**src/common/nsw_defs.vh**
```
// constants for the nvm self-write sequencer
`ifndef NSW_DEFS_VH
`define NSW_DEFS_VH

// ----------------------------------------------------------------
// unlock keys
// ----------------------------------------------------------------
`define NSW_KEY_FIRST        8'h55
`define NSW_KEY_SECOND       8'haa

// ----------------------------------------------------------------
// address map, region select clear
// ----------------------------------------------------------------
`define NSW_PFM_LAST         15'h7fff
`define NSW_ROW_LSB          5

// ----------------------------------------------------------------
// address map, region select set
// ----------------------------------------------------------------
`define NSW_UID_LAST         15'h0003
`define NSW_RSVD_ADDR        15'h0004
`define NSW_REV_ADDR         15'h0005
`define NSW_DEV_ADDR         15'h0006
`define NSW_CFG_FIRST        15'h0007
`define NSW_CFG_LAST         15'h000b
`define NSW_DIA_FIRST        15'h0100
`define NSW_DIA_LAST         15'h02ff
`define NSW_EE_FIRST         15'h7000
`define NSW_EE_LAST          15'h70ff

// ----------------------------------------------------------------
// reset values and timing
// ----------------------------------------------------------------
`define NSW_DATA_RESET       14'h0000
`define NSW_LATCH_BLANK      14'h3fff
`define NSW_EE_WRITE_CYCLES  16
`define NSW_ERASE_CYCLES     32
`define NSW_FLASH_CYCLES     32

`endif

```
**src/verilog/nsw_region_decode.v**
```verilog
// address region decoder for nvm self-write accesses
`timescale 1ns/100ps

module nsw_region_decode (
    input  wire [14:0] i_addr,
    input  wire        i_region_select,
    output reg         o_readable,
    output reg         o_writable,
    output reg         o_is_eeprom,
    output reg         o_is_flash_row
);

`include "nsw_defs.vh"

    always @* begin
        o_readable     = 1'b0;
        o_writable     = 1'b0;
        o_is_eeprom    = 1'b0;
        o_is_flash_row = 1'b0;
        if (!i_region_select) begin
            // whole 15-bit space is program flash
            o_readable     = (i_addr <= `NSW_PFM_LAST);
            o_writable     = (i_addr <= `NSW_PFM_LAST);
            o_is_flash_row = 1'b1;
        end else if (i_addr <= `NSW_UID_LAST) begin
            o_readable     = 1'b1;
            o_writable     = 1'b1;
            o_is_flash_row = 1'b1;
        end else if (i_addr == `NSW_REV_ADDR ||
                     i_addr == `NSW_DEV_ADDR) begin
            o_readable = 1'b1;
        end else if (i_addr >= `NSW_CFG_FIRST &&
                     i_addr <= `NSW_CFG_LAST) begin
            o_readable = 1'b1;
            o_writable = 1'b1;
        end else if (i_addr >= `NSW_DIA_FIRST &&
                     i_addr <= `NSW_DIA_LAST) begin
            o_readable = 1'b1;
        end else if (i_addr >= `NSW_EE_FIRST &&
                     i_addr <= `NSW_EE_LAST) begin
            o_readable  = 1'b1;
            o_writable  = 1'b1;
            o_is_eeprom = 1'b1;
        end
        // 0x0004 and unlisted addresses: no operation
    end

endmodule // nsw_region_decode

```
**src/verilog/nsw_sequencer.v**
```verilog
// nvm self-write sequencer: unlock, start, stall and completion logic
//
// Operation
// - every write or erase needs the unlock
// - keys 0x55, 0xaa, then set write-start
// - steps on consecutive cycles, else abort
// - core stalled until flash operation finishes
// - eeprom write implicit erase, core runs
// - completion clears start, sets done flag unless latch-only
// - clearing start never aborts eeprom write
// - whole-row erase only, no auto erase
// - protected row clears start, no erase
// - row erase stalls core, flags done
// - erase keeps latches and write permit
// - region clear selects program flash
// - user ids writable, 0x0004 no operation
// - revision and device id read only
// - eeprom bytes read and write
// - read stalls, data next cycle, self-clears
// - protected target blocks writes and erases
`timescale 1ns/100ps

`include "nsw_defs.vh"

module nsw_sequencer #(
    parameter EE_CYCLES    = `NSW_EE_WRITE_CYCLES,
    parameter ERASE_CYCLES = `NSW_ERASE_CYCLES,
    parameter FLASH_CYCLES = `NSW_FLASH_CYCLES
) (
    input  wire        i_ref_clk,
    input  wire        i_reset,
    // core register writes, one per instruction cycle
    input  wire        i_unlock_key_we,
    input  wire [7:0]  i_unlock_key_data,
    input  wire        i_control_we,
    input  wire        i_write_start_wdata,
    input  wire        i_read_start_wdata,
    input  wire        i_region_select,
    input  wire        i_write_permit,
    input  wire        i_erase_select,
    input  wire        i_latch_only_select,
    input  wire [14:0] i_nvm_address_pair,
    input  wire        i_data_we,
    input  wire [13:0] i_data_wdata,
    input  wire        i_write_protect,
    input  wire        i_done_flag_clear,
    input  wire        i_nvm_done_irq_enable,
    // memory array side
    input  wire [13:0] i_mem_rdata,
    output reg         o_mem_read,
    output reg         o_mem_row_erase,
    output reg         o_mem_latch_load,
    output reg         o_mem_row_write,
    output reg         o_mem_ee_write,
    output reg  [14:0] o_mem_addr,
    output reg  [13:0] o_mem_wdata,
    // status towards the core
    output reg         o_cpu_stall,
    output reg         o_write_start,
    output reg         o_read_start,
    output reg  [13:0] o_nvm_data_pair,
    output reg         o_nvm_done_flag,
    output reg         o_nvm_irq
);

    // ----------------------------------------------------------------
    // states
    // ----------------------------------------------------------------
    localparam ST_IDLE  = 5'b00001;
    localparam ST_KEY1  = 5'b00010;
    localparam ST_KEY2  = 5'b00100;
    localparam ST_BUSY  = 5'b01000;
    localparam ST_READ  = 5'b10000;

    localparam [1:0] OP_EE    = 2'd0;
    localparam [1:0] OP_ERASE = 2'd1;
    localparam [1:0] OP_WRITE = 2'd2;
    localparam [1:0] OP_LATCH = 2'd3;

    reg  [4:0]  state;
    reg  [1:0]  op;
    reg  [15:0] busy_count;

    wire        readable;
    wire        writable;
    wire        is_eeprom;
    wire        is_flash_row;

    nsw_region_decode u_decode (
        .i_addr          (i_nvm_address_pair),
        .i_region_select (i_region_select),
        .o_readable      (readable),
        .o_writable      (writable),
        .o_is_eeprom     (is_eeprom),
        .o_is_flash_row  (is_flash_row)
    );

    function [15:0] op_cycles;
        input [1:0] kind;
        begin
            case (kind)
                OP_EE:    op_cycles = EE_CYCLES[15:0];
                OP_ERASE: op_cycles = ERASE_CYCLES[15:0];
                OP_WRITE: op_cycles = FLASH_CYCLES[15:0];
                default:  op_cycles = 16'd1;
            endcase
        end
    endfunction

    wire start_req = i_control_we & i_write_start_wdata;
    // a start is only honoured from the second key, one cycle later
    wire unlocked  = (state == ST_KEY2) & start_req;
    wire allowed   = unlocked & i_write_permit & writable &
                     ~i_write_protect;
    wire [1:0] next_op = is_eeprom ? OP_EE :
                         (i_erase_select & is_flash_row) ? OP_ERASE :
                         i_latch_only_select ? OP_LATCH : OP_WRITE;
    wire   busy_done = (state == ST_BUSY) & (busy_count == 16'd1);
    wire   ee_run    = (state == ST_BUSY) & (op == OP_EE);

    // ----------------------------------------------------------------
    // unlock and operation sequencer
    // ----------------------------------------------------------------
    always @(posedge i_ref_clk) begin
        if (i_reset) begin
            state            <= ST_IDLE;
            op               <= OP_EE;
            busy_count       <= 16'd0;
            o_cpu_stall      <= 1'b0;
            o_write_start    <= 1'b0;
            o_read_start     <= 1'b0;
            o_mem_read       <= 1'b0;
            o_mem_row_erase  <= 1'b0;
            o_mem_latch_load <= 1'b0;
            o_mem_row_write  <= 1'b0;
            o_mem_ee_write   <= 1'b0;
            o_mem_addr       <= 15'h0000;
            o_mem_wdata      <= `NSW_DATA_RESET;
        end else begin
            o_mem_read       <= 1'b0;
            o_mem_row_erase  <= 1'b0;
            o_mem_latch_load <= 1'b0;
            o_mem_row_write  <= 1'b0;
            o_mem_ee_write   <= 1'b0;
            case (state)
                ST_IDLE, ST_KEY1, ST_KEY2: begin
                    // any other access breaks the chain
                    state <= ST_IDLE;
                    if (i_unlock_key_we &&
                        i_unlock_key_data == `NSW_KEY_FIRST)
                        state <= ST_KEY1;
                    else if (state == ST_KEY1 && i_unlock_key_we &&
                             i_unlock_key_data == `NSW_KEY_SECOND)
                        state <= ST_KEY2;
                    if (allowed) begin
                        op            <= next_op;
                        busy_count    <= op_cycles(next_op);
                        o_write_start <= 1'b1;
                        // eeprom runs in the background
                        o_cpu_stall   <= ~is_eeprom;
                        // eeprom bytes keep their own address
                        o_mem_addr    <= (next_op == OP_ERASE) ?
                            {i_nvm_address_pair[14:`NSW_ROW_LSB],
                             5'h00} : i_nvm_address_pair;
                        state         <= ST_BUSY;
                    end else if (start_req) begin
                        // protected or not unlocked: bit drops
                        o_write_start <= 1'b0;
                    end else if (i_control_we &&
                                 i_read_start_wdata && readable) begin
                        o_read_start <= 1'b1;
                        o_cpu_stall  <= 1'b1;
                        o_mem_addr   <= i_nvm_address_pair;
                        o_mem_read   <= 1'b1;
                        state        <= ST_READ;
                    end
                end
                ST_BUSY: begin
                    if (busy_count == op_cycles(op)) begin
                        // one pulse per operation; only the row is erased
                        o_mem_ee_write   <= (op == OP_EE);
                        o_mem_row_erase  <= (op == OP_ERASE);
                        o_mem_row_write  <= (op == OP_WRITE);
                        o_mem_latch_load <= (op == OP_LATCH);
                        o_mem_wdata      <= o_nvm_data_pair;
                    end
                    busy_count <= busy_count - 16'd1;
                    if (busy_done) begin
                        o_write_start <= 1'b0;
                        o_cpu_stall   <= 1'b0;
                        state         <= ST_IDLE;
                    end
                    // software clearing the bit is ignored here
                end
                ST_READ: begin
                    o_read_start <= 1'b0;
                    o_cpu_stall  <= 1'b0;
                    state        <= ST_IDLE;
                end
                default: state <= ST_IDLE;
            endcase
        end
    end

    // ----------------------------------------------------------------
    // data pair, done flag and interrupt request
    // ----------------------------------------------------------------
    always @(posedge i_ref_clk) begin
        if (i_reset) begin
            o_nvm_data_pair <= `NSW_DATA_RESET;
            o_nvm_done_flag <= 1'b0;
            o_nvm_irq       <= 1'b0;
        end else begin
            if (state == ST_READ)
                o_nvm_data_pair <= i_mem_rdata;
            else if (i_data_we && !ee_run)
                o_nvm_data_pair <= i_data_wdata;
            // completion set wins over a software clear
            if (busy_done && op != OP_LATCH)
                o_nvm_done_flag <= 1'b1;
            else if (i_done_flag_clear)
                o_nvm_done_flag <= 1'b0;
            o_nvm_irq <= i_nvm_done_irq_enable &
                         (o_nvm_done_flag |
                          (busy_done & op != OP_LATCH));
        end
    end

    // write permit and latch contents are held outside and never touched
    // here, so an erase leaves them as they were

endmodule // nsw_sequencer

```
**config.mk**
```make
export PLATFORM = sky130hd
export DESIGN_NAME = nsw_sequencer
export DESIGN_NICKNAME = d
export VERILOG_FILES = /design/src/verilog/nsw_region_decode.v /design/src/verilog/nsw_sequencer.v
export VERILOG_INCLUDE_DIRS = /design/src /design/src/common
export SDC_FILE = /design/constraint.sdc
export NUM_CORES = 1
export LEC_CHECK = 0
export BUFFER_PORTS_ARGS = -buffer_cell sky130_fd_sc_hd__buf_2
export CAP_MARGIN = 20
export CORE_AREA = 2 2 87 110
export DETAILED_ROUTE_END_ITERATION = 16
export DIE_AREA = 0 0 89 112
export PLACE_DENSITY = 0.82
export RECOVER_POWER = 25
export SETUP_SLACK_MARGIN = 0.3
export SLEW_MARGIN = 0
export SYNTH_ARGS = -nofsm -noshare
export SYNTH_HDL_FRONTEND = slang
export SYNTH_HIERARCHICAL = 1
export SYNTH_SLANG_ARGS = --single-unit
```
**constraint.sdc**
```tcl
create_clock -name i_ref_clk -period 6.85 [get_ports i_ref_clk]
set_clock_uncertainty 0.15 [all_clocks]
set_input_delay 0.685 -clock i_ref_clk [delete_from_list [all_inputs] [get_ports i_ref_clk]]
set_output_delay 0.685 -clock i_ref_clk [all_outputs]
set_load 0.02 [all_outputs]
```
# ---- Word level (Yosys, flattened, before mapping)
# Index checks and enable logic that the tools add are counted.
dict set report classes {
  addsub 1
  magnitude_cmp 8
  n_eq_ne 26
  n_mux 52
  bitwise 16
  reduce_logical 32
}
# operator n
set op_table {}
lappend op_table {{16-bit 2-to-1 mux} 3}
lappend op_table {{15-bit 2-to-1 mux} 3}
lappend op_table {{16-bit case mux with 2 select lines} 1}
lappend op_table {{15-bit by 3-bit equality test with 1-bit output (second input constant)} 2}
lappend op_table {{15-bit less-or-equal comparator (second input constant)} 2}
lappend op_table {{1-bit 2-to-1 mux} 28}
lappend op_table {{14-bit 2-to-1 mux} 2}
lappend op_table {{5-bit 2-to-1 mux} 5}
lappend op_table {{6-bit case mux with 2 select lines} 2}
lappend op_table {{16-bit by 1-bit equality test with 1-bit output (second input constant)} 1}
lappend op_table {{16-bit equality test} 1}
lappend op_table {{16-bit by 1-bit subtractor with 16-bit output (second input constant)} 1}
lappend op_table {{15-bit >= comparator (second input constant)} 1}
lappend op_table {{15-bit by 3-bit >= comparator with 1-bit output (second input constant)} 1}
lappend op_table {{15-bit by 9-bit >= comparator with 1-bit output (second input constant)} 1}
lappend op_table {{15-bit by 10-bit less-or-equal comparator with 1-bit output (second input constant)} 1}
lappend op_table {{15-bit by 2-bit less-or-equal comparator with 1-bit output (second input constant)} 1}
lappend op_table {{15-bit by 4-bit less-or-equal comparator with 1-bit output (second input constant)} 1}
lappend op_table {{2-bit != test (second input constant)} 6}
lappend op_table {{1-bit AND} 10}
lappend op_table {{1-bit logical AND} 10}
lappend op_table {{5-bit case mux with 2 select lines} 1}
lappend op_table {{2-bit nonzero test} 5}
lappend op_table {{3-bit != test (second input constant)} 3}
lappend op_table {{other kinds (26)} 43}
dict set report word_totals {
  ff_bits 76
  output_inout_bits 53
  elab_cells 151
}

# ---- Longest topological paths before layout
# Gate-level depths: netlist of run 1.
dict set report logic_depth {
  ltp_word 14
  ltp_mapped 10
  depth_no_buf 9
}

# ---- By module
# Netlist of run 1, hierarchy kept.
# mod instances cells_each area_each_um2
set modules_own_cells {}
lappend modules_own_cells {nsw_sequencer 1 432 3863.7}
lappend modules_own_cells {nsw_region_decode 1 18 117.6}

# ---- Worst setup path after synthesis of run 1
# Ideal clock, no wire load.
dict set report synth_timing {
  path_kind {in2reg}
  from {in i_nvm_address_pair[5]}
  to {reg busy_count[6]}
  setup_ns 0.060
  t_arrival_ns 2.658
  t_required_ns 6.640
  path_slack_ns 3.982
  stages 9
  cell_sequence {or4_1 -> nor3b_2 -> a21o_2 -> and4b_1 -> buf_2 -> nand3_2 -> buf_2 -> a2111o_1 -> nand2_1}
}
dict set report synth_between {
  elab_chain_cells 12
}
# item line
set synth_rtl {}
lappend synth_rtl {{start, declared} nsw_sequencer.v:42} ;# input wire [14:0] i_nvm_address_pair,
lappend synth_rtl {{15-bit >= comparator (no source line) or 15-bit less-or-equal comparator (tied branches)} --}
lappend synth_rtl {{1-bit logical AND (no source line)} --}
lappend synth_rtl {{1-bit 2-to-1 mux} nsw_region_decode.v:39} ;# end else if (i_addr >= `NSW_EE_FIRST &&
lappend synth_rtl {{1-bit 2-to-1 mux} nsw_region_decode.v:36} ;# end else if (i_addr >= `NSW_DIA_FIRST &&
lappend synth_rtl {{1-bit 2-to-1 mux} nsw_region_decode.v:32} ;# end else if (i_addr >= `NSW_CFG_FIRST &&
lappend synth_rtl {{1-bit 2-to-1 mux} nsw_region_decode.v:29} ;# end else if (i_addr == `NSW_REV_ADDR ||
lappend synth_rtl {{1-bit 2-to-1 mux} nsw_region_decode.v:25} ;# end else if (i_addr <= `NSW_UID_LAST) begin
lappend synth_rtl {{1-bit 2-to-1 mux (*)} nsw_region_decode.v:20} ;# if (!i_region_select) begin
lappend synth_rtl {{named net writable} nsw_sequencer.v:85} ;# wire writable;
lappend synth_rtl {{1-bit AND (*) (2 in a row)} nsw_sequencer.v:113} ;# wire allowed = unlocked & i_write_permit & writable &
lappend synth_rtl {{2-bit != test (no source line) (*)} --}
lappend synth_rtl {{2-bit AND reduction (no source line) (*)} --}
lappend synth_rtl {{end signal, assigned} nsw_sequencer.v:157} ;# busy_count <= op_cycles(next_op);
lappend synth_rtl {{end signal, assigned} nsw_sequencer.v:187} ;# busy_count <= busy_count - 16'd1;
lappend synth_rtl {{end, declared} nsw_sequencer.v:82} ;# reg [15:0] busy_count;
# The timed path passes the listed nets; every way through them passes the cells marked *.
# A chain may end at the register's enable or synchronous reset.

# ---- Worst setup path after layout of run 1
dict set report layout_timing {
  from {reg state[0]}
  to {reg o_mem_wdata[12]}
}
dict set report layout_between {
  elab_chain_cells 2
}
# item line
set layout_rtl {}
lappend layout_rtl {{start, declared} nsw_sequencer.v:80} ;# reg [4:0] state;
lappend layout_rtl {{start signal, assigned} nsw_sequencer.v:126} ;# state <= ST_IDLE;
lappend layout_rtl {{start signal, assigned} nsw_sequencer.v:148} ;# state <= ST_IDLE;
lappend layout_rtl {{start signal, assigned} nsw_sequencer.v:151} ;# state <= ST_KEY1;
lappend layout_rtl {{5-bit by 4-bit equality test with 1-bit output} nsw_sequencer.v:145} ;# case (state)
lappend layout_rtl {{2-bit AND reduction (no source line)} --}
lappend layout_rtl {{end signal, assigned} nsw_sequencer.v:138} ;# o_mem_wdata <= `NSW_DATA_RESET;
lappend layout_rtl {{end signal, assigned} nsw_sequencer.v:185} ;# o_mem_wdata <= o_nvm_data_pair;
lappend layout_rtl {{end, declared} nsw_sequencer.v:56} ;# output reg [13:0] o_mem_wdata,
# Every way passes these cells.

==> out/summary.md, run 1 <==
* number of slew-limit violations in the final report: 0
* worst slew slack as a fraction of its limit: 26.2%
* register clock-pin slew on the reported worst setup and hold paths: 60 ps
* vias post-DR: 3782
* type of the worst min-delay path: reg2reg
* post-DP HPWL: 7840 µm
* category of the worst setup path capture point: register
* Mapped Nets: 524
* Post-Route Utilization: 53.8%
* post-synthesis mux area share: 11.8%
* critical hold path startpoint: o_nvm_done_flag
* die boundary height: 112 µm
* Total Routing Usage GR: 21.1%
* leakage power of the design: 2.23 nW
* Avg Cell Area, Syn: 8.85 µm²
* clock latency on the worst-skew pair: 330 ps
* count of nets after finishing: 621
* share of Yosys cell area claimed by the top area cell type: 38.2%
* Die W: 89 µm
* main combinational cell family by area after synthesis: simple AND/OR/NAND/NOR gates
* Sinks on Clock Net: 76
* length in cells of the worst reg-to-reg path: 4
* std cell rows: 39
* Post-Synth Simple-Gate Area: 25.3%
* synth unique cells: 61
* I/O pin cnt: 118
* area of the die: 9970 µm²
* nature of the critical path startpoint: register
* final instance area: 4830 µm²
* initial drt markers: 275
* period utilization: 52.6%
* drt pass-1 iters: 4
* dominant synthesized flop cell: sky130_fd_sc_hd__dfxtp_1
* layout cells sized above 1: 21.4%
* initial standard-cell utilization of the core: 44.3%
* arithmetic-cell share of the synthesized area counting full adders, half adders and majority gates: 2.83%
* number of nets with antenna violations after detailed routing: 0
* count of buffers inserted at the top-level ports: 117
* Synth Area in Compound Gates: 15.0%
* power density normalized to cell area: 215 nW/µm²
* Crit path depth: 4
* total congestion overflow: 0
* worst reg2reg setup slack: 3250 ps
* drt wl/cell: 16.1 µm
* status: complete, no violations
* synthesized-area fraction occupied by xor and xnor cells: 1.54%
* CTS tree: done
* initial antenna violation count: 0
* Area Overhead vs Synth: 21.4%
* vias in the first global route: 3730
* Seq/Total Area, Yosys: 38.2%
* Slew @ Worst Pin: 1100 ps
* number of vias per cell: 5.60
* Critical Path Source: state[0]
* post-detailed-routing wire length: 10900 µm
* cell types with the largest area share after synthesis: sky130_fd_sc_hd__dfxtp_1, sky130_fd_sc_hd__mux2i_1, sky130_fd_sc_hd__nand2_1, sky130_fd_sc_hd__ha_1, sky130_fd_sc_hd__nand3_1
* total setup violations reported at the end of the flow: 0
* Final Hold Fails: 0
* count of cells resized by post-cts repair: 0
* end of the critical path: o_mem_wdata[12]
* unrepaired setup endpoints after global routing: no
* series of cell instances along the critical path: nor3_4, nand2_1, nand4bb_1, mux2i_1
* reg-to-reg critical path endpoint: o_mem_wdata[12]
* TritonCTS buffer count: 9
* max-cap check violation count: 0
* critical path's largest stage delay: 1080 ps
* pin count of the biggest net entering global routing: 35
* core box area: 8980 µm²
* worst path bufs/invs: 0
* placer congestion estimate: 0.906
* post-synthesis instance area: 3980 µm²
* Synth warnings: 6
* Final min period: 3600 ps
* number of H-tree branching levels: 3
* CP max stage cell: sky130_fd_sc_hd__nand4bb_1
* Data required, critical path: 6930 ps
* number of hold-repair buffers added at the cts stage: 0
* flops & latches, synth: 76
* top cell family by delay on the critical path: simple AND/OR/NAND/NOR gates
* setup TNS: 0 ps
* number of antenna diodes: 0
* global-route wire length before repair: 16700 µm
* clk buf depth: 2
* arrival time reported for the critical path endpoint: 3680 ps
* post-route non-filler standard cell count: 675
* worst supply voltage drop on vdd: 115 µV
* number of post-CTS setup repair buffers: 0
* highest clock rate: 0.278 GHz
* Setup CP Type: reg2reg
* Placed Area: 4560 µm²
* largest fanout on the critical path: 23
* reg-to-reg startpoint: state[0]
* number of flops mapped to enable cells by yosys: 0
* DRC viols: 0
* root buf cell: sky130_fd_sc_hd__clkbuf_16
* Synth async-reset ratio: 0%
* cell count after placement: 659
* count of mapped cells out of synthesis: 450
* library cell with the largest summed area after synthesis: sky130_fd_sc_hd__dfxtp_1
-- synth_stat cells, drive strengths merged, types with 7 or more instances --
cell	n
nand2	83
dfxtp	76
mux2i	47
nand3	23
o21ai	20
nor2	19
clkbuf	17
a21o	16
buf	15
nor3	11
inv	10
a21oi	9
ha	9
o2111ai	8
a2111o	7
nor3b	7
-- through the flow --
| stage | power [W] | setup slack, ps | hold WS [ps] |
|---|---|---|---|
| floorplan | 0.000514 | 3980 | 292 |
| global placement | 0.000549 | 3480 | 289 |
| CTS | 0.00104 | 3360 | 312 |
| finish | 0.00104 | 3250 | 308 |
| detailed placement | 0.000552 | 3360 | 306 |
| global route | 0.00107 | 3120 | 324 |
-- layer usage --
metal	track usage [%]	part of all wire [%]	vias to the layer above	routed length [µm]
li1	-	-	1817	-
met4	9.95	3.0	0	322
met3	5.04	5.1	30	560
met1	22.5	40	1805	4370
met5	0	0	-	0
met2	37.8	52	130	5630
-- sequential cells by signal (all words and copies together), names as in the netlist --
signal            cells
busy_count           16
o_cpu_stall           1
o_mem_addr           15
o_mem_ee_write        1
o_mem_latch_load      1
o_mem_read            1
o_mem_row_erase       1
o_mem_row_write       1
o_mem_wdata          14
o_nvm_data_pair      14
o_nvm_done_flag       1
o_nvm_irq             1
o_read_start          1
o_write_start         1
op                    2
state                 5
-- worst min path at each step --
stage / end / slack [ps] / depth (start not counted)
after floorplan: busy_count[15] / 290 / 2
after global placement: o_nvm_irq / 290 / 2
after detailed placement: o_mem_addr[12] / 310 / 2
after CTS: o_nvm_irq / 310 / 2
after global routing: o_mem_addr[14] / 320 / 2
final: o_nvm_irq / 310 / 2
-- report_power, final --
| group | internal (W) | total [W] | switching (W) |
|---|---|---|---|
| Combinational | 0.0000352 | 0.0000881 | 0.0000530 |
| Sequential | 0.000450 | 0.000455 | 0.00000462 |
| Clock | 0.000317 | 0.000497 | 0.000180 |
-- kinds of logic after synthesis --
family,after synthesis
and+or+nand+nor,188
AOI/OAI and AO/OA,81
DFF,76
muxes,47
buffers and inverters,42
adders and majority gates,9
xor gates and xnor gates,7
-- cells in the final DEF (no fill, tap or decap), types with 9 or more instances in the layout --
master and n:
sky130_fd_sc_hd__ha_1 9, sky130_fd_sc_hd__nand2_1 83, sky130_fd_sc_hd__inv_1 10, sky130_fd_sc_hd__nor2_1 18
sky130_fd_sc_hd__mux2i_1 47, sky130_fd_sc_hd__clkbuf_1 32, sky130_fd_sc_hd__nor3_1 9, sky130_fd_sc_hd__o21ai_0 20
sky130_fd_sc_hd__a21o_1 14, sky130_fd_sc_hd__dfxtp_1 76, sky130_fd_sc_hd__clkbuf_16 9, sky130_fd_sc_hd__buf_2 85
sky130_fd_sc_hd__nand3_1 22
-- worst min-delay path: cells and delay by family (launching register included) --
family	cells	cell delay [ps]
DFF	1	320
AOI/OAI and AO/OA	1	50
buffers and inverters	1	50
-- layout make-up --
class / instances / area (µm²)
Sequential cell: 76 / 1520
Inverter: 10 / 37.5
Multi-Input combinational cell: 332 / 2250
Timing Repair Buffer: 118 / 553
Fill cell: 848 / 4150
Tap cell: 123 / 154
Clock buffer: 9 / 225
Clock inverter: 7 / 91.3
No activity file was read; power rests on OpenSTA's default activity.
==> run 2, diff against run 1 <==
==> constraint.sdc (replaced) <==
create_clock -name i_ref_clk -period 3.7 [get_ports i_ref_clk]
set_clock_uncertainty 0.15 [all_clocks]
set_input_delay 0.37 -clock i_ref_clk [delete_from_list [all_inputs] [get_ports i_ref_clk]]
set_output_delay 0.37 -clock i_ref_clk [all_outputs]
set_load 0.02 [all_outputs]
==> run 2 against run 1 <==
- final cell count rose by 0.30%
- die area unchanged
- largest power group is now registers
- sequential power up 85%
- critical endpoint is now busy_count[15]
- combinational power up 82%
- clock power is 66% higher
- critical path type is now in2reg
==> out/summary.md, run 2 (same netlist as run 1, synthesis figures left out) <==
* number of vias per cell: 5.56
* critical path's largest stage delay: 550 ps
* CP max stage cell: sky130_fd_sc_hd__or4_4
* total setup violations reported at the end of the flow: 0
* number of post-CTS setup repair buffers: 0
* largest fanout on the critical path: 26
* power density normalized to cell area: 379 nW/µm²
* length in cells of the worst reg-to-reg path: 5
* total congestion overflow: 0
* category of the worst setup path capture point: register
* leakage power of the design: 2.23 nW
* largest registers: busy_count: 16 flops, o_mem_addr: 15 flops
* clock latency on the worst-skew pair: 340 ps
* Final min period: 2800 ps
* arrival time reported for the critical path endpoint: 2920 ps
* count of cells resized by post-cts repair: 0
* setup TNS: 0 ps
* number of antenna diodes: 0
* period utilization: 75.7%
* post-DP HPWL: 7530 µm
* worst supply voltage drop on vdd: 189 µV
* nature of the critical path startpoint: input port
* area of the die: 9970 µm²
* vias post-DR: 3765
* initial drt markers: 153
* worst reg2reg setup slack: 1470 ps
* die boundary height: 112 µm
* root buf cell: sky130_fd_sc_hd__clkbuf_16
* top cell family by delay on the critical path: simple AND/OR/NAND/NOR gates
* drt pass-1 iters: 4
* pin count of the biggest net entering global routing: 50
* TritonCTS buffer count: 9
* flip-flop count of the largest register, all copies and words added: 16
* register ranked first by flip-flop count: busy_count
* worst path bufs/invs: 1
* status: complete, no violations
* reg-to-reg critical path endpoint: o_nvm_irq
* number of nets with antenna violations after detailed routing: 0
* number of H-tree branching levels: 3
* drt wl/cell: 15.1 µm
* initial standard-cell utilization of the core: 44.3%
* I/O pin cnt: 118
* type of the worst min-delay path: in2reg
* vias in the first global route: 3672
* layout cells sized above 1: 21.3%
* global-route wire length before repair: 16300 µm
* placer congestion estimate: 0.871
* most frequent standard cell in the layout excluding fill and tap cells: sky130_fd_sc_hd__buf_2
* FILL cells: 856
* worst slew slack as a fraction of its limit: 26.7%
* Die W: 89 µm
* hold path endpoint: o_nvm_irq
* Power Total: 0.00183 W
* Sinks on Clock Net: 76
* number of hold-repair buffers added at the cts stage: 0
* reg-to-reg startpoint: state[0]
* Total Routing Usage GR: 20.6%
* Data required, critical path: 3820 ps
* CTS tree: done
* unrepaired setup endpoints after global routing: no
* core box area: 8980 µm²
* Final Hold Fails: 0
* clk buf depth: 2
* max-cap check violation count: 0
* series of cell instances along the critical path: buf_2, or4_4, o21ai_0, a21o_2, and4b_1, nand3_2, a2111oi_2, mux2i_1
* std cell rows: 39
* Slew @ Worst Pin: 1100 ps
* count of nets after finishing: 625
* Setup CP Type: in2reg
* initial antenna violation count: 0
* DRC viols: 0
* register clock-pin slew on the reported worst setup and hold paths: 50 ps
* count of buffers inserted at the top-level ports: 117
* highest clock rate: 0.357 GHz
* Area Overhead vs Synth: 21.0%
* number of slew-limit violations in the final report: 0
* hold path depth: 3
* post-detailed-routing wire length: 10200 µm
* commonest non-fill, non-tap cells in the layout: sky130_fd_sc_hd__buf_2, sky130_fd_sc_hd__nand2_1, sky130_fd_sc_hd__dfxtp_1
* critical hold path startpoint: i_nvm_done_irq_enable
==> run 2: changes by cell type in the layout (fill, tap and decap cells not counted) <==
cell | before | now
sky130_fd_sc_hd__clkinvlp_4 | 1 | 0
sky130_fd_sc_hd__clkbuf_1 | 32 | 34
sky130_fd_sc_hd__clkinv_2 | 3 | 2
sky130_fd_sc_hd__clkinv_4 | 1 | 0
sky130_fd_sc_hd__bufinv_16 | 2 | 1
sky130_fd_sc_hd__buf_4 | 1 | 5
==> run 2: worst reg2reg max path: stages, from the launching register on <==
cell and delay (ps):
sky130_fd_sc_hd__dfxtp_1 370, sky130_fd_sc_hd__nor3_4 510, sky130_fd_sc_hd__nand2_1 140, sky130_fd_sc_hd__buf_4 240, sky130_fd_sc_hd__or4_1 580, sky130_fd_sc_hd__a21oi_1 170
==> run 2: layout make-up <==
cell class	count	area, µm²	area share [%]
multi-input combinational	332	2250	46.7
sequential	76	1520	31.6
timing repair buffer	122	583	12.1
clock buffer	11	233	4.83
tap	123	154	3.19
clock inverter	3	40.0	0.831
inverter	10	37.5	0.779
==> run 2: per-layer routing <==
metal	part of all wire (%)	track usage [%]
met2	51	37.4
met4	3.3	10.1
met1	40	22.5
met3	5.0	3.41
met5	0	0
==> run 2: report_power, final <==
| part | switching [W] | leakage [nW] | internal, W | total, W |
|---|---|---|---|---|
| combinational | 0.0000949 | 1.47 | 0.0000654 | 0.000160 |
| clock | 0.000312 | 0.135 | 0.000512 | 0.000824 |
| sequential | 0.00000784 | 0.616 | 0.000834 | 0.000841 |
==> run 2: per-stage QoR <==
| step | setup slack, ps | hold slack [ps] | util (%) | cells | instance area, µm² |
|---|---|---|---|---|---|
| floorplan | 1150 | 292 | - | 450 | 3980 |
| global placement | 659 | 290 | 51.1 | 663 | 4590 |
| detailed placement | 569 | 303 | 51.1 | 663 | 4590 |
| CTS | 915 | 118 | 54.1 | 677 | 4860 |
| global route | 742 | 145 | 53.7 | 677 | 4820 |
| finish | 898 | 123 | 53.7 | 677 | 4820 |
==> run 2: worst max path at each step <==
stage	from	end	slack (ps)	depth (start not counted)
6_report	i_nvm_address_pair[11]	busy_count[15]	900	8
5_1_grt	i_nvm_address_pair[11]	busy_count[15]	740	8
4_1_cts	i_nvm_address_pair[11]	busy_count[15]	920	8
3_5_place_dp	i_nvm_address_pair[11]	busy_count[15]	570	8
3_3_place_gp	i_nvm_address_pair[5]	busy_count[15]	660	8
2_1_floorplan	i_nvm_address_pair[5]	busy_count[7]	1150	9
==> run 3, diff against run 2 <==
--- a/config.mk
+++ b/config.mk
@@ -6,11 +6,12 @@
 export SDC_FILE = /design/constraint.sdc
 export NUM_CORES = 1
 export LEC_CHECK = 0
+export ABC_AREA = 1
 export BUFFER_PORTS_ARGS = -buffer_cell sky130_fd_sc_hd__buf_2
 export CAP_MARGIN = 20
-export CORE_AREA = 2 2 87 110
+export CORE_AREA = 2 2 86 108
 export DETAILED_ROUTE_END_ITERATION = 16
-export DIE_AREA = 0 0 89 112
+export DIE_AREA = 0 0 88 110
 export PLACE_DENSITY = 0.82
 export RECOVER_POWER = 25
 export SETUP_SLACK_MARGIN = 0.3
==> constraint.sdc (replaced) <==
create_clock -name i_ref_clk -period 2.7 [get_ports i_ref_clk]
set_clock_uncertainty 0.15 [all_clocks]
set_input_delay 0.27 -clock i_ref_clk [delete_from_list [all_inputs] [get_ports i_ref_clk]]
set_output_delay 0.27 -clock i_ref_clk [all_outputs]
set_load 0.02 [all_outputs]
==> run 3 against run 2 <==
- power grew 30%
- first-iteration DRC count grew 63%
- clock-buffer cell count shrank 2
- die area shrank 2.9%
- sequential cell count is the same
- clock power grew 14%
- combinational power grew 66%
- final area shrank 0.88%
- final cell count grew 21%
- synthesized area shrank 2.0%
- sequential power grew 39%
- global-route usage grew 0.66 points
- largest cell class unchanged
==> out/summary.md, run 3 <==
* total setup violations reported at the end of the flow: 0
* post-synthesis mux area share: 0%
* number of antenna diodes: 0
* register ranked first by flip-flop count: busy_count
* period utilization: 80.6%
* post-DP HPWL: 7510 µm
* number of slew-limit violations in the final report: 0
* CTS tree: done
* Synth async-reset ratio: 0%
* worst supply voltage drop on vdd: 268 µV
* TritonCTS buffer count: 9
* main combinational cell family by area after synthesis: simple AND/OR/NAND/NOR gates
* Post-Route Hold Slack: 27.7 ps
* status: complete, no violations
* final instance area: 4780 µm²
* cell internal power dissipation: 0.00177 W
* Total Routing Usage GR: 21.3%
* type of the worst min-delay path: in2reg
* series of cell instances along the critical path: inv_1, ha_1, inv_1, nor2_1, nor2_1, nand4_1, nor2_4, nand3b_1, nand2_1, nor2_1
* share of Yosys cell area claimed by the top area cell type: 39.0%
* std cell rows: 38
* Sinks on Clock Net: 76
* power density normalized to cell area: 498 nW/µm²
* arithmetic-cell share of the synthesized area counting full adders, half adders and majority gates: 2.89%
* post-synthesis instance area: 3900 µm²
* number of H-tree branching levels: 3
* critical path's largest stage delay: 410 ps
* Final min period: 2180 ps
* smallest setup slack after layout: 523 ps
* DRC viols: 0
* Synth Area in Compound Gates: 10.7%
* cell types with the largest area share after synthesis: sky130_fd_sc_hd__dfxtp_1, sky130_fd_sc_hd__nor2_1, sky130_fd_sc_hd__nand2_1, sky130_fd_sc_hd__inv_1, sky130_fd_sc_hd__a21oi_1
* flip-flop count of the largest register, all copies and words added: 16
* total congestion overflow: 0
* Setup CP Type: reg2reg
* count of buffers inserted at the top-level ports: 117
* flops & latches, synth: 76
* synth unique cells: 34
* drt wl/cell: 12.3 µm
* Seq/Total Area, Yosys: 39.0%
* unrepaired setup endpoints after global routing: no
* number of flops mapped to enable cells by yosys: 0
* Area Overhead vs Synth: 22.4%
* top cell types by occurrence after synthesis: sky130_fd_sc_hd__nor2_1, sky130_fd_sc_hd__nand2_1, sky130_fd_sc_hd__dfxtp_1
* category of the worst setup path capture point: register
* CP max stage cell: sky130_fd_sc_hd__nor2_4
* number of vias per cell: 4.90
* synthesized-area fraction occupied by xor and xnor cells: 0.898%
* layout cells sized above 1: 19.7%
* Synth warnings: 6
* I/O pin cnt: 118
* post-route non-filler standard cell count: 821
* count of nets after finishing: 770
* root buf cell: sky130_fd_sc_hd__clkbuf_8
* vias in the first global route: 3758
* Post-Synth Simple-Gate Area: 37.8%
* setup TNS: 0 ps
* arrival time reported for the critical path endpoint: 2280 ps
* part of the power in registers: 49.4%
* Slew @ Worst Pin: 526 ps
* Avg Cell Area, Syn: 6.74 µm²
* max-cap check violation count: 0
* die boundary height: 110 µm
* register clock-pin slew on the reported worst setup and hold paths: 80 ps
* worst setup timing slack at the placement stage: 216 ps
* library cell with the largest summed area after synthesis: sky130_fd_sc_hd__dfxtp_1
* Final Hold Fails: 0
* clk buf depth: 2
* Placed Area: 4580 µm²
* switching power: 0.000605 W
* Mapped Nets: 653
* most instantiated library cell after synthesis: sky130_fd_sc_hd__nor2_1
* most frequent standard cell in the layout excluding fill and tap cells: sky130_fd_sc_hd__nor2_1
* Clk pwr share: 39.5%
* core box area: 8610 µm²
* logic gate share of total power: 11.2%
* vias post-DR: 4027
* area of the die: 9680 µm²
* initial drt markers: 249
* commonest non-fill, non-tap cells in the layout: sky130_fd_sc_hd__nor2_1, sky130_fd_sc_hd__nand2_1, sky130_fd_sc_hd__buf_2
* initial standard-cell utilization of the core: 45.3%
* count of mapped cells out of synthesis: 579
* cell occurring most often along the worst timing path: sky130_fd_sc_hd__nor2_1
* placer congestion estimate: 0.969
* cell count after placement: 803
* highest clock rate: 0.459 GHz
* dominant synthesized flop cell: sky130_fd_sc_hd__dfxtp_1
* leakage power of the design: 2.32 nW
* post-detailed-routing wire length: 10100 µm
* clock latency on the worst-skew pair: 350 ps
* Die W: 88 µm
* number of nets with antenna violations after detailed routing: 0
* pin count of the biggest net entering global routing: 29
* largest registers: busy_count: 16 flops, o_mem_addr: 15 flops
* drt pass-1 iters: 4
* initial antenna violation count: 0
* global-route wire length before repair: 16200 µm
* nature of the critical path startpoint: register
* Data required, critical path: 2800 ps
* worst slew slack as a fraction of its limit: 64.6%
* number of post-CTS setup repair buffers: 0
* fraction of power spent switching nets: 25.4%
* largest fanout on the critical path: 14
==> run 3: cell count changes in the layout (fill, tap and decap cells not counted), sizes merged, moves of 8 or more <==
cell and delta:
nor2 +119, nand2 +48, inv +49, mux2i -47
a21o -16, o2111ai -8, nand3b +13, a21oi +19
o21ai +21
==> run 3: path summary, 6_finish.rpt <==
kind | from | endpoint | slack, ps | depth (start not counted)
setup / recovery | op[0] | o_mem_wdata[10] | 520 | 10
hold / removal | i_nvm_address_pair[5] | o_mem_addr[5] | 30 | 3
setup reg to reg | op[0] | o_mem_wdata[10] | 520 | 10
hold reg to reg | o_cpu_stall | o_cpu_stall | 320 | 2
==> run 3: critical path, delay by kind of cell (launching register included) <==
| kind | cells | cell delay [ps] |
|---|---|---|
| fa+ha+maj | 1 | 330 |
| flops | 1 | 370 |
| simple gates | 7 | 1070 |
| buf+inv | 2 | 150 |
==> run 3: what timing repair did <==
| action | CTS | global route |
|---|---|---|
| resized for setup | 0 | 1 |
| hold buffers | 1 | 0 |
| endpoints found under the setup margin | 0 | 4 |
| endpoints found under the hold margin | 1 | 0 |
==> run 3: cell families (layout without fill, tap and decap cells) <==
logic type / Yosys count / after routing
AO/OA/AOI/OAI: 78 / 78
XOR/XNOR: 4 / 4
adder cells (fa/ha/maj): 9 / 9
buffers and inverters: 80 / 201
flip-flops: 76 / 76
AND/OR/NAND/NOR: 332 / 333
==> run 3: routing by layer <==
metal / wire length [µm] / vias to the layer above / track usage, %
met1: 4210 / 1779 / 23.4
met2: 4870 / 152 / 38.8
met5: 0 / - / 0
met3: 741 / 25 / 5.81
li1: - / 2071 / -
met4: 244 / 0 / 7.80
==> run 3: layout make-up <==
type	count	area, µm²
multi-input cells	424	2050
clock buffers	9	124
clock inverters	7	91.3
inverters	59	221
well taps	120	150
flip-flops and latches	76	1520
repair buffers	126	616
fillers	826	3830
==> run 3: power groups by stage <==
stage / registers (W) / clock network [W] / logic, W
global placement: 0.00120 / 0 / 0.000262
CTS: 0.00117 / 0.000958 / 0.000270
global route: 0.00118 / 0.00101 / 0.000299
floorplan: 0.00124 / 0 / 0.000117
detailed placement: 0.00120 / 0 / 0.000267
finish: 0.00117 / 0.000938 / 0.000265
==> run 3: through the flow <==
step,utilization [%],total power (W)
floorplan,-,0.00136
global placement,53.2,0.00146
detailed placement,53.2,0.00147
CTS,55.8,0.00240
global route,55.5,0.00249
finish,55.5,0.00238
